## config.mk

```make
export PLATFORM = sky130hd
export DESIGN_NAME = fbp_host
export DESIGN_NICKNAME = d
export VERILOG_FILES = /design/src/hdl/fbp_pkg.sv /design/src/hdl/fbp_cyc_if.sv /design/src/hdl/fbp_bus_cycle.sv /design/src/hdl/fbp_host.sv
export VERILOG_INCLUDE_DIRS = /design/src /design/src/hdl
export SDC_FILE = /design/constraint.sdc
export NUM_CORES = 1
export LEC_CHECK = 0
export BUFFER_PORTS_ARGS = -buffer_cell sky130_fd_sc_hd__buf_2
export CORE_MARGIN = 2
export CORE_UTILIZATION = 40
export CTS_BUF_LIST = sky130_fd_sc_hd__clkbuf_4 sky130_fd_sc_hd__clkbuf_8
export CTS_CLUSTER_SIZE = 20
export DETAILED_ROUTE_END_ITERATION = 6
export GPL_TIMING_DRIVEN = 0
export PLACE_DENSITY = 0.62
export REMOVE_ABC_BUFFERS = 1
export SYNTH_ARGS = -nofsm -noshare
export SYNTH_HDL_FRONTEND = slang
export SYNTH_SLANG_ARGS = --single-unit
export TNS_END_PERCENT = 1
```

## constraint.sdc

```tcl
create_clock -name ref_clk_i -period 2.7 [get_ports ref_clk_i]
set_clock_uncertainty 0.15 [all_clocks]
set_input_delay 0.675 -clock ref_clk_i [delete_from_list [all_inputs] [get_ports ref_clk_i]]
set_output_delay 0.675 -clock ref_clk_i [all_outputs]
set_load 0.05 [all_outputs]
```

## src/hdl/fbp_params.svh

```systemverilog
// Constants for the flash block-protect / command-entry host controller.
// Assumes a 10 MHz ref_clk_i; all counts are in clock cycles.
`ifndef FBP_PARAMS_SVH
`define FBP_PARAMS_SVH
`define FBP_CLK_NS          100
`define FBP_UNPROT_US       10000
`define FBP_PROT_US         100
`define FBP_UNPROT_CYC      ((`FBP_UNPROT_US * 1000 + `FBP_CLK_NS - 1) / `FBP_CLK_NS)
`define FBP_PROT_CYC        ((`FBP_PROT_US * 1000 + `FBP_CLK_NS - 1) / `FBP_CLK_NS)
`define FBP_BUS_CYC         2
`define FBP_UNLOCK_ADDR1    19'h05555
`define FBP_UNLOCK_ADDR2    19'h02aaa
`define FBP_UNLOCK_DATA1    8'haa
`define FBP_UNLOCK_DATA2    8'h55
`define FBP_CMD_SIGNATURE   8'h90
`define FBP_CMD_READ_RESET  8'hf0
`define FBP_CMD_PROGRAM     8'ha0
`define FBP_CMD_ERASE_SETUP 8'h80
`define FBP_CMD_BLOCK_ERASE 8'h30
`define FBP_CMD_CHIP_ERASE  8'h10
`define FBP_A0_BIT          0
`define FBP_A1_BIT          1
`define FBP_A6_BIT          6
`define FBP_A12_BIT         12
`define FBP_A15_BIT         15
`define FBP_BLK_LSB         13
`define FBP_STAT_PROTECTED  8'h01
`define FBP_STAT_UNPROT     8'h00
`endif

```

## src/hdl/fbp_pkg.sv

```systemverilog
// Types for the flash block-protect / command-entry host controller.
// Assumes fbp_params.svh for the numeric constants.
package fbp_pkg;
   typedef enum logic [2:0] {
      FBP_OP_READ,
      FBP_OP_WRITE_SEQ,
      FBP_OP_PROTECT,
      FBP_OP_UNPROTECT,
      FBP_OP_VERIFY_PROT,
      FBP_OP_VERIFY_UNPROT,
      FBP_OP_SIGNATURE
   } fbp_op_type;
   typedef enum logic [2:0] {
      FBP_SEQ_SINGLE,
      FBP_SEQ_READ_RESET,
      FBP_SEQ_SIGNATURE,
      FBP_SEQ_PROGRAM,
      FBP_SEQ_BLOCK_ERASE,
      FBP_SEQ_CHIP_ERASE
   } fbp_seq_type;
endpackage

```

## src/hdl/fbp_cyc_if.sv

```systemverilog
// Bus-cycle carrier between the sequencer and the pin driver.
// Assumes one clock shared by both ends.
`timescale 1ns/1ns
interface fbp_cyc_if;
   logic        req;
   logic        wr;
   logic [18:0] addr;
   logic [7:0]  wdata;
   logic        done;
   logic [7:0]  rdata;
   modport seq (output req, wr, addr, wdata, input done, rdata);
   modport drv (input req, wr, addr, wdata, output done, rdata);
endinterface

```

## src/hdl/fbp_bus_cycle.sv

```systemverilog
// Pin driver: turns one requested byte read or write into flash pin activity.
// Assumes ref_clk_i at 10 MHz and data pins resolved by the testbench.
`timescale 1ns/1ns
`include "fbp_params.svh"
module fbp_bus_cycle
   import fbp_pkg::*;
(
   input  wire logic  ref_clk_i,
   input  wire logic  reset_i,
   fbp_cyc_if.drv     cyc,
   input  wire logic  hold_i,
   input  wire logic [7:0] dq_i,
   output logic [18:0] addr_o,
   output logic [7:0]  dq_o,
   output logic        dq_oe_o,
   output logic        chip_en_n_o,
   output logic        write_en_n_o,
   output logic        out_en_n_o
);
   logic [1:0] phase;
   logic       active;
   logic       is_wr;
   wire        last_phase = (phase == 2'(`FBP_BUS_CYC));

   // Address set up first, strobe low, then strobe released with data held
   always_ff @(posedge ref_clk_i) begin
      if (reset_i) begin
         active <= 1'b0;
         phase <= 2'h0;
         is_wr <= 1'b0;
         addr_o <= 19'h00000;
         dq_o <= 8'h00;
         cyc.rdata <= 8'h00;
      end else if (!active && cyc.req) begin
         active <= 1'b1;
         phase <= 2'h0;
         is_wr <= cyc.wr;
         addr_o <= cyc.addr;
         dq_o <= cyc.wdata;
      end else if (active && !hold_i) begin
         phase <= phase + 2'h1;
         if (last_phase) begin
            active <= 1'b0;
            if (!is_wr) cyc.rdata <= dq_i;       // Sampled while output enable is low
         end
      end
   end

   // Address goes out before the write strobe falls and data stays past its rise
   assign chip_en_n_o  = !active;
   assign write_en_n_o = !(active && is_wr && phase != 2'h0 && !last_phase);
   assign out_en_n_o   = !(active && !is_wr && phase != 2'h0);
   assign dq_oe_o      = active && is_wr;
   assign cyc.done     = active && last_phase && !hold_i;
endmodule

```

## src/hdl/fbp_host.sv

```systemverilog
// Host controller for a byte-wide flash: command sequences, block
// protection, unprotection, their verifies and signature reads.
// Assumes high-voltage pins are driven by level shifters from *_hv_o.
`timescale 1ns/1ns
`include "fbp_params.svh"
module fbp_host
   import fbp_pkg::*;
#(
   parameter int UNPROT_CYC = `FBP_UNPROT_CYC,
   parameter int PROT_CYC   = `FBP_PROT_CYC
)
(
   input  wire logic        ref_clk_i,
   input  wire logic        reset_i,
   input  wire logic        op_valid_i,
   input  wire fbp_op_type  op_i,
   input  wire fbp_seq_type seq_i,
   input  wire logic [18:0] op_addr_i,
   input  wire logic [7:0]  op_data_i,
   input  wire logic        temp_unprotect_i,
   output logic             op_ready_o,
   output logic             op_done_o,
   output logic [7:0]       op_rdata_o,
   output logic             block_ok_o,
   input  wire logic [7:0]  dq_i,
   output logic [7:0]       dq_o,
   output logic             dq_oe_o,
   output logic [18:0]      addr_o,
   output logic             chip_en_n_o,
   output logic             write_en_n_o,
   output logic             out_en_n_o,
   output logic             chip_en_hv_o,
   output logic             out_en_hv_o,
   output logic             a9_hv_o,
   output logic             reset_unprotect_pin_hv_o
);
   typedef enum logic [2:0] {ST_IDLE, ST_SEQ, ST_HV_CYC, ST_WAIT, ST_HV_END, ST_DONE} fbp_state_type;

   fbp_cyc_if cyc ();

   fbp_state_type state;
   fbp_op_type    op;
   fbp_seq_type   seq;
   logic [18:0]   addr;
   logic [7:0]    data;
   logic [2:0]    step;
   logic [16:0]   wait_cnt;
   logic          hold;
   logic [18:0]   next_addr;
   logic [7:0]    next_data;
   logic          next_last;

   // Number of written cycles in each instruction
   function automatic logic [2:0] seq_len(input fbp_seq_type s);
      case (s)
         FBP_SEQ_SINGLE:      seq_len = 3'd1;
         FBP_SEQ_PROGRAM:     seq_len = 3'd4;
         FBP_SEQ_BLOCK_ERASE: seq_len = 3'd6;
         FBP_SEQ_CHIP_ERASE:  seq_len = 3'd6;
         default:             seq_len = 3'd3;
      endcase
   endfunction

   // Keep only the block lines of an address, all lower lines low
   function automatic logic [18:0] blk_only(input logic [18:0] a);
      blk_only = {a[18:`FBP_BLK_LSB], 13'h0000};
   endfunction

   // Unlock pairs open the sequence and the erase confirm
   wire unlock_a = (step == 3'd0) || (seq != FBP_SEQ_PROGRAM && step == 3'd3);
   wire unlock_b = (step == 3'd1) || (seq != FBP_SEQ_PROGRAM && step == 3'd4);
   wire is_erase = (seq == FBP_SEQ_BLOCK_ERASE) || (seq == FBP_SEQ_CHIP_ERASE);
   wire [7:0] cmd3 = (seq == FBP_SEQ_SIGNATURE)  ? `FBP_CMD_SIGNATURE :
                     (seq == FBP_SEQ_PROGRAM)    ? `FBP_CMD_PROGRAM :
                     is_erase                    ? `FBP_CMD_ERASE_SETUP :
                                                   `FBP_CMD_READ_RESET;
   wire [7:0] cmd6 = (seq == FBP_SEQ_CHIP_ERASE) ? `FBP_CMD_CHIP_ERASE : `FBP_CMD_BLOCK_ERASE;

   // Address and data of the current written cycle
   always_comb begin
      next_addr = `FBP_UNLOCK_ADDR1;
      next_data = `FBP_UNLOCK_DATA1;
      if (seq == FBP_SEQ_SINGLE) begin
         next_addr = addr;
         next_data = data;
      end else if (unlock_b) begin
         next_addr = `FBP_UNLOCK_ADDR2;
         next_data = `FBP_UNLOCK_DATA2;
      end else if (step == 3'd2) begin
         next_data = cmd3;
      end else if (step == 3'd3 && !unlock_a) begin
         next_addr = addr;                        // Program address and data
         next_data = data;
      end else if (!unlock_a) begin
         next_addr = (seq == FBP_SEQ_CHIP_ERASE) ? `FBP_UNLOCK_ADDR1 : addr;
         next_data = cmd6;
      end
   end
   assign next_last = (step == seq_len(seq) - 3'd1);

   // High-voltage cycle address: block on top lines, plus A1 for both verifies and A6 for the unprotect verify; unprotect uses only A12, A15, signature only A0
   wire [18:0] hv_addr =
      (op == FBP_OP_UNPROTECT)   ? ((19'h1 << `FBP_A12_BIT) | (19'h1 << `FBP_A15_BIT)) :
      (op == FBP_OP_VERIFY_PROT) ? (blk_only(addr) | (19'h1 << `FBP_A1_BIT)) :
      (op == FBP_OP_VERIFY_UNPROT) ?
         (blk_only(addr) | (19'h1 << `FBP_A1_BIT) | (19'h1 << `FBP_A6_BIT)) :
      (op == FBP_OP_SIGNATURE)   ? {18'h00000, addr[`FBP_A0_BIT]} :
                                   blk_only(addr);
   // Timed pulses: software protects every block before one unprotect
   wire hv_wr = (op == FBP_OP_PROTECT) || (op == FBP_OP_UNPROTECT);
   wire hv_live = (state == ST_HV_CYC) || (state == ST_WAIT) || (state == ST_HV_END);
   wire hv_op = (op != FBP_OP_READ) && (op != FBP_OP_WRITE_SEQ);
   wire in_seq = (state == ST_SEQ);

   assign cyc.req   = in_seq || (state == ST_HV_CYC) || (state == ST_IDLE && 1'b0);
   assign cyc.wr    = in_seq ? (op == FBP_OP_WRITE_SEQ) : hv_wr;
   assign cyc.addr  = in_seq ? ((op == FBP_OP_WRITE_SEQ) ? next_addr : addr) : hv_addr;
   assign cyc.wdata = in_seq ? next_data : 8'h00;

   // Freeze the driver from the strobe fall so write enable stays low while timed
   assign hold = (state == ST_WAIT) || (state == ST_HV_CYC && hv_wr && !write_en_n_o);

   // Sequencer
   always_ff @(posedge ref_clk_i) begin
      if (reset_i) begin
         state <= ST_IDLE;
         op <= FBP_OP_READ;
         seq <= FBP_SEQ_SINGLE;
         addr <= 19'h00000;
         data <= 8'h00;
         step <= 3'd0;
         wait_cnt <= 17'h00000;
         op_rdata_o <= 8'h00;
         block_ok_o <= 1'b0;
      end else begin
         case (state)
            ST_IDLE: if (op_valid_i) begin
               op <= op_i;
               seq <= seq_i;
               addr <= op_addr_i;
               data <= op_data_i;
               step <= 3'd0;
               state <= (op_i == FBP_OP_READ || op_i == FBP_OP_WRITE_SEQ) ? ST_SEQ : ST_HV_CYC;
            end
            ST_SEQ: if (cyc.done) begin
               step <= step + 3'd1;
               op_rdata_o <= dq_i;
               if (op == FBP_OP_READ || next_last) state <= ST_DONE;
            end
            ST_HV_CYC: if (write_en_n_o == 1'b0 && hv_wr) begin
               // Pulse started on the strobe fall; time it from here
               wait_cnt <= (op == FBP_OP_UNPROTECT) ? 17'(UNPROT_CYC) : 17'(PROT_CYC);
               state <= ST_WAIT;
            end else if (cyc.done) begin
               op_rdata_o <= dq_i;
               // Per-block status check of the addressed block
               block_ok_o <= (op == FBP_OP_VERIFY_PROT)   ? (dq_i == `FBP_STAT_PROTECTED) :
                             (op == FBP_OP_VERIFY_UNPROT) ? (dq_i == `FBP_STAT_UNPROT) : 1'b1;
               state <= ST_DONE;
            end
            ST_WAIT: if (wait_cnt <= 17'h00001) begin
               state <= ST_HV_END;
               wait_cnt <= 17'h00000;
            end else begin
               wait_cnt <= wait_cnt - 17'h00001;
            end
            // Strobe released; the pin cycle closes with its done
            ST_HV_END: if (cyc.done) state <= ST_DONE;
            ST_DONE: state <= ST_IDLE;
            default: state <= ST_IDLE;
         endcase
      end
   end

   // High-voltage pins for the special modes; temporary unprotect is a level
   assign a9_hv_o      = hv_live && hv_op;
   assign out_en_hv_o  = hv_live && hv_wr;
   assign chip_en_hv_o = hv_live && (op == FBP_OP_UNPROTECT);
   assign reset_unprotect_pin_hv_o = temp_unprotect_i;
   assign op_ready_o   = (state == ST_IDLE);
   assign op_done_o    = (state == ST_DONE);

   fbp_bus_cycle u_bus (
      .ref_clk_i    (ref_clk_i),
      .reset_i      (reset_i),
      .cyc          (cyc),
      .hold_i       (hold),
      .dq_i         (dq_i),
      .addr_o       (addr_o),
      .dq_o         (dq_o),
      .dq_oe_o      (dq_oe_o),
      .chip_en_n_o  (chip_en_n_o),
      .write_en_n_o (write_en_n_o),
      .out_en_n_o   (out_en_n_o)
   );

   // Write strobe stays low for the whole timed pulse
   a_pulse_held: assert property (@(posedge ref_clk_i) disable iff (reset_i)
      (state == ST_WAIT) |-> !write_en_n_o && a9_hv_o && out_en_hv_o)
      else $error("protect pulse not held");
   // Unprotect pulse carries A12, A15 high and chip enable at high voltage
   a_unprot_arm: assert property (@(posedge ref_clk_i) disable iff (reset_i)
      (state == ST_WAIT && op == FBP_OP_UNPROTECT) |->
         addr_o[`FBP_A12_BIT] && addr_o[`FBP_A15_BIT] && chip_en_hv_o)
      else $error("unprotect not armed");
   // Unprotect verify drives A1, A6 high and A0 low
   a_verify_addr: assert property (@(posedge ref_clk_i) disable iff (reset_i)
      (!out_en_n_o && op == FBP_OP_VERIFY_UNPROT && state == ST_HV_CYC) |->
         addr_o[`FBP_A1_BIT] && addr_o[`FBP_A6_BIT] && !addr_o[`FBP_A0_BIT] && a9_hv_o)
      else $error("bad unprotect verify address");
   // Temporary unprotect pin follows the request with no memory
   a_temp_level: assert property (@(posedge ref_clk_i) disable iff (reset_i)
      reset_unprotect_pin_hv_o == temp_unprotect_i)
      else $error("temporary unprotect latched");
   // Read and write strobes never overlap
   a_strobe_excl: assert property (@(posedge ref_clk_i) disable iff (reset_i)
      !(!write_en_n_o && !out_en_n_o))
      else $error("strobes overlap");
   // First written cycle of a sequence is the first unlock code
   a_unlock_first: assert property (@(posedge ref_clk_i) disable iff (reset_i)
      (in_seq && op == FBP_OP_WRITE_SEQ && seq != FBP_SEQ_SINGLE && step == 3'd0 && dq_oe_o)
         |-> dq_o == `FBP_UNLOCK_DATA1)
      else $error("missing unlock");
   // Fifth cycle of an erase is the second unlock code
   a_erase_unlock: assert property (@(posedge ref_clk_i) disable iff (reset_i)
      (in_seq && op == FBP_OP_WRITE_SEQ && is_erase && step == 3'd4 && dq_oe_o)
         |-> dq_o == `FBP_UNLOCK_DATA2)
      else $error("erase confirm not unlocked");
   // Done pulse lasts one cycle and the host is ready right after
   a_done_pulse: assert property (@(posedge ref_clk_i) disable iff (reset_i)
      op_done_o |=> !op_done_o && op_ready_o)
      else $error("done not one cycle");
endmodule

```

==> metrics.log <==
INFO  metric gpl.final_weighted_congestion = 0.910
INFO  metric crit_type = register to primary output
INFO  metric layout.cells.most_common = nand2_1
INFO  metric drive_gt1_frac = 0.193
INFO  metric clockBufferDepth = 2
INFO  metric power-per-cell-area = 913 nW/µm²
INFO  metric maximum_number_of_pins_on_one_net_before_global_route_repair = 80
INFO  metric initialDrtViolationCount = 306
INFO  metric tightest_slew = 1.18 ns
INFO  metric hold_viol = 0
INFO  metric period_share = 0.955
INFO  metric crit_path_start_kind = register
INFO  metric violations = design-rule violations
INFO  metric worst-endpoint-arrival = 1.75 ns
INFO  metric min-delay-path-class = register to register
INFO  metric core_area = 11500 µm²
INFO  metric post_drt_via_cell_ratio = 5.51
INFO  metric wire_per_inst = 15.1 µm
INFO  metric flow.area_growth_from_synthesis = 14.9%
INFO  metric clock.fmax = 0.388 GHz
INFO  metric half_perimeter_wire_length_after_placement = 8.58 mm
INFO  metric run_status = finished with violations
INFO  metric drcViolationCount = 3
INFO  metric final_nets = 714
INFO  metric post-place-cells = 791
INFO  metric worstReg2RegStart = seq[2]$_SDFFE_PP0P_
INFO  metric worst_slack = 0.121 ns
INFO  metric max_transition_margin = 0.209
INFO  metric hold_path_startpoint = data[2]$_SDFFE_PP0P_
INFO  metric total_number_of_vias = 4443
INFO  metric layout_common_cells = 108 x nand2_1, 89 x dfxtp_1, 87 x buf_2, 58 x a21oi_1, 57 x nor2_1
INFO  metric finish.utilization = 0.473
INFO  metric period_minus_slack = 2.58 ns
INFO  metric cts_root_buffer = clkbuf_8
INFO  metric final_tns_setup = 0 ns
INFO  metric floorplan.initialDensity = 0.412
INFO  metric drv_slew = 0
INFO  metric die_x = 113 µm
INFO  metric final_antenna_net_count = 0
INFO  metric die_height = 113 µm
INFO  metric synthesis.area = 4740 µm²
INFO  metric synth_async_sr_flop_share = 0
INFO  metric pin_count = 91
INFO  metric number_of_violations_of_the_max_capacitance_limit = 0
INFO  metric grt_util_all_layers = 0.196
INFO  metric number_of_sinks_driven_by_the_clock_tree = 96
INFO  metric cts.reportedPaths.clkPinSlew = 0.10 ns
INFO  metric grt.overflow.total = 0
INFO  metric tritoncts.num_buffers = 9
INFO  metric place.port_buffers = 88
INFO  metric floorplan.die_area = 12700 µm²
INFO  metric sequential_cell_area_fraction_in_the_yosys_report = 0.405
INFO  metric syn-mean-instance-area = 7.92 µm²
INFO  metric number_of_enable_flip_flop_cells_after_synthesis = 0
INFO  metric tritoncts = yes
INFO  metric postRouteWirelength = 12.2 mm
INFO  metric startpoint = u_bus.phase[0]$_SDFFE_PP0P_
INFO  metric grt_setup_unrepaired = no
INFO  metric antenna_violations_before_repair = 0
INFO  metric antenna-diode-count = 0
INFO  metric synth.distinct_cells = 68
INFO  metric dp_slack = -0.237 ns
INFO  metric dominantRegCellSynth = dfxtp_1
INFO  metric synth_cells = 599
INFO  metric via_count_of_the_first_global_routing_pass = 4193
INFO  metric final-instance-count-excl-fill = 807
INFO  metric p_leak = 2.12 nW
INFO  metric rows = 39
INFO  metric required = 1.88 ns
INFO  metric timing.final.setup_violations = 0
INFO  metric ctsHtreeMaxLevel = 3
INFO  metric worst_case_vdd_ir_drop = 0.000406 V
INFO  metric clk-insertion-delay-late = 0.38 ns
INFO  metric grt_pass1_wl = 20.3 mm
INFO  metric ys.warnings.count = 0
INFO  metric worst_setup_path_end_kind = primary output
INFO  metric yosys_register_bits = 96
INFO  metric finalHoldWorstSlack = 0.310 ns
INFO  metric firstDrtPassIters = 6
INFO  metric holdBufCountCts = 0
INFO  metric cp_max_fo = 7
INFO  metric cts_setup_buffers = 0
==> area by class of cell <==
class | instances | area (µm²)
Inverter | 14 | 52.6
Clock buffer | 11 | 145
Multi-Input combinational cell | 448 | 2610
Timing Repair Buffer | 90 | 469
Clock inverter | 5 | 63.8
Fill cell | 1183 | 6070
Sequential cell | 96 | 1940
Tap cell | 143 | 179
==> power breakdown <==
part | switching, mW | internal (mW) | leakage, nW
Combinational | 1.36 | 0.652 | 1.23
Clock | 0.526 | 0.472 | 0.104
Sequential | 0.308 | 1.66 | 0.783
Total | 2.19 | 2.79 | 2.12
==> stage by stage <==
step	power [mW]	cell area, µm²
3_5_place_dp	3.99	5220
2_1_floorplan	3.39	4560
5_1_grt	5.33	5450
4_1_cts	4.99	5440
3_3_place_gp	3.91	5180
6_report	4.98	5450
==> cells in the mapped netlist (5+ instances only) <==
cell      instances  share of area
a21oi_1          58          0.061
a221o_1           6          0.013
a311oi_1          5         0.0092
a31oi_1          12          0.016
and2_1            5         0.0066
buf_2            18          0.019
clkbuf_1         22          0.017
dfxtp_1          96           0.41
ha_1             10          0.026
inv_1            14          0.011
mux2i_1          10          0.021
nand2_1         108          0.085
nand2b_1         12          0.016
nand3_1           8         0.0084
nand3b_1          5         0.0079
nor2_1           59          0.047
nor2b_1           7         0.0092
nor3_1           22          0.023
o21ai_0          28          0.030
xor2_1            6          0.011
==> sequential cells by signal (all words and copies together), names as in the netlist <==
name	flops
seq	3
u_bus.addr_o	19
block_ok_o	1
addr	19
step	3
op	3
u_bus.is_wr	1
state	3
wait_cnt	17
data	8
u_bus.active	1
u_bus.phase	2
u_bus.dq_o	8
op_rdata_o	8
==> logic make-up (layout without fill, tap and decap cells) <==
family / Yosys count / count (layout) / synth area share
AND/OR/NAND/NOR: 257 / 257 / 0.258
AO/OA/AOI/OAI: 162 / 162 / 0.223
flip-flops: 96 / 96 / 0.405
buffers and inverters: 55 / 120 / 0.0491
adder cells (fa/ha/maj): 10 / 10 / 0.0264
multiplexers: 10 / 10 / 0.0211
XOR/XNOR: 9 / 9 / 0.0166
==> worst max-delay path, cell delays in order (launching register included) <==
cell and delay (ns):
dfxtp_1 0.32, inv_1 0.06, ha_1 0.24, nand4bb_1 0.42, buf_2 0.34
==> final timing paths <==
check / cells past startpoint / slack [ns] / end
max: 4 / 0.12 / write_en_n_o
min: 2 / 0.31 / data[2]$_SDFFE_PP0P_
max reg2reg: 8 / 0.18 / state[0]$_SDFFE_PP0P_
min reg2reg: 2 / 0.31 / data[2]$_SDFFE_PP0P_
==> what timing repair did <==
action,4_1_cts,5_1_grt
resized for setup,6,7
pin swaps,0,0
endpoints found under the setup margin,26,12
==> layer usage <==
layer | up-vias | global-route usage | wire length, µm
li1 | 2232 | - | -
met1 | 2084 | 0.256 | 5600
met2 | 114 | 0.318 | 5690
met3 | 13 | 0.0396 | 671
met4 | 0 | 0.0772 | 204
met5 | - | 0 | 0
Power figures use the tool's default switching activity.
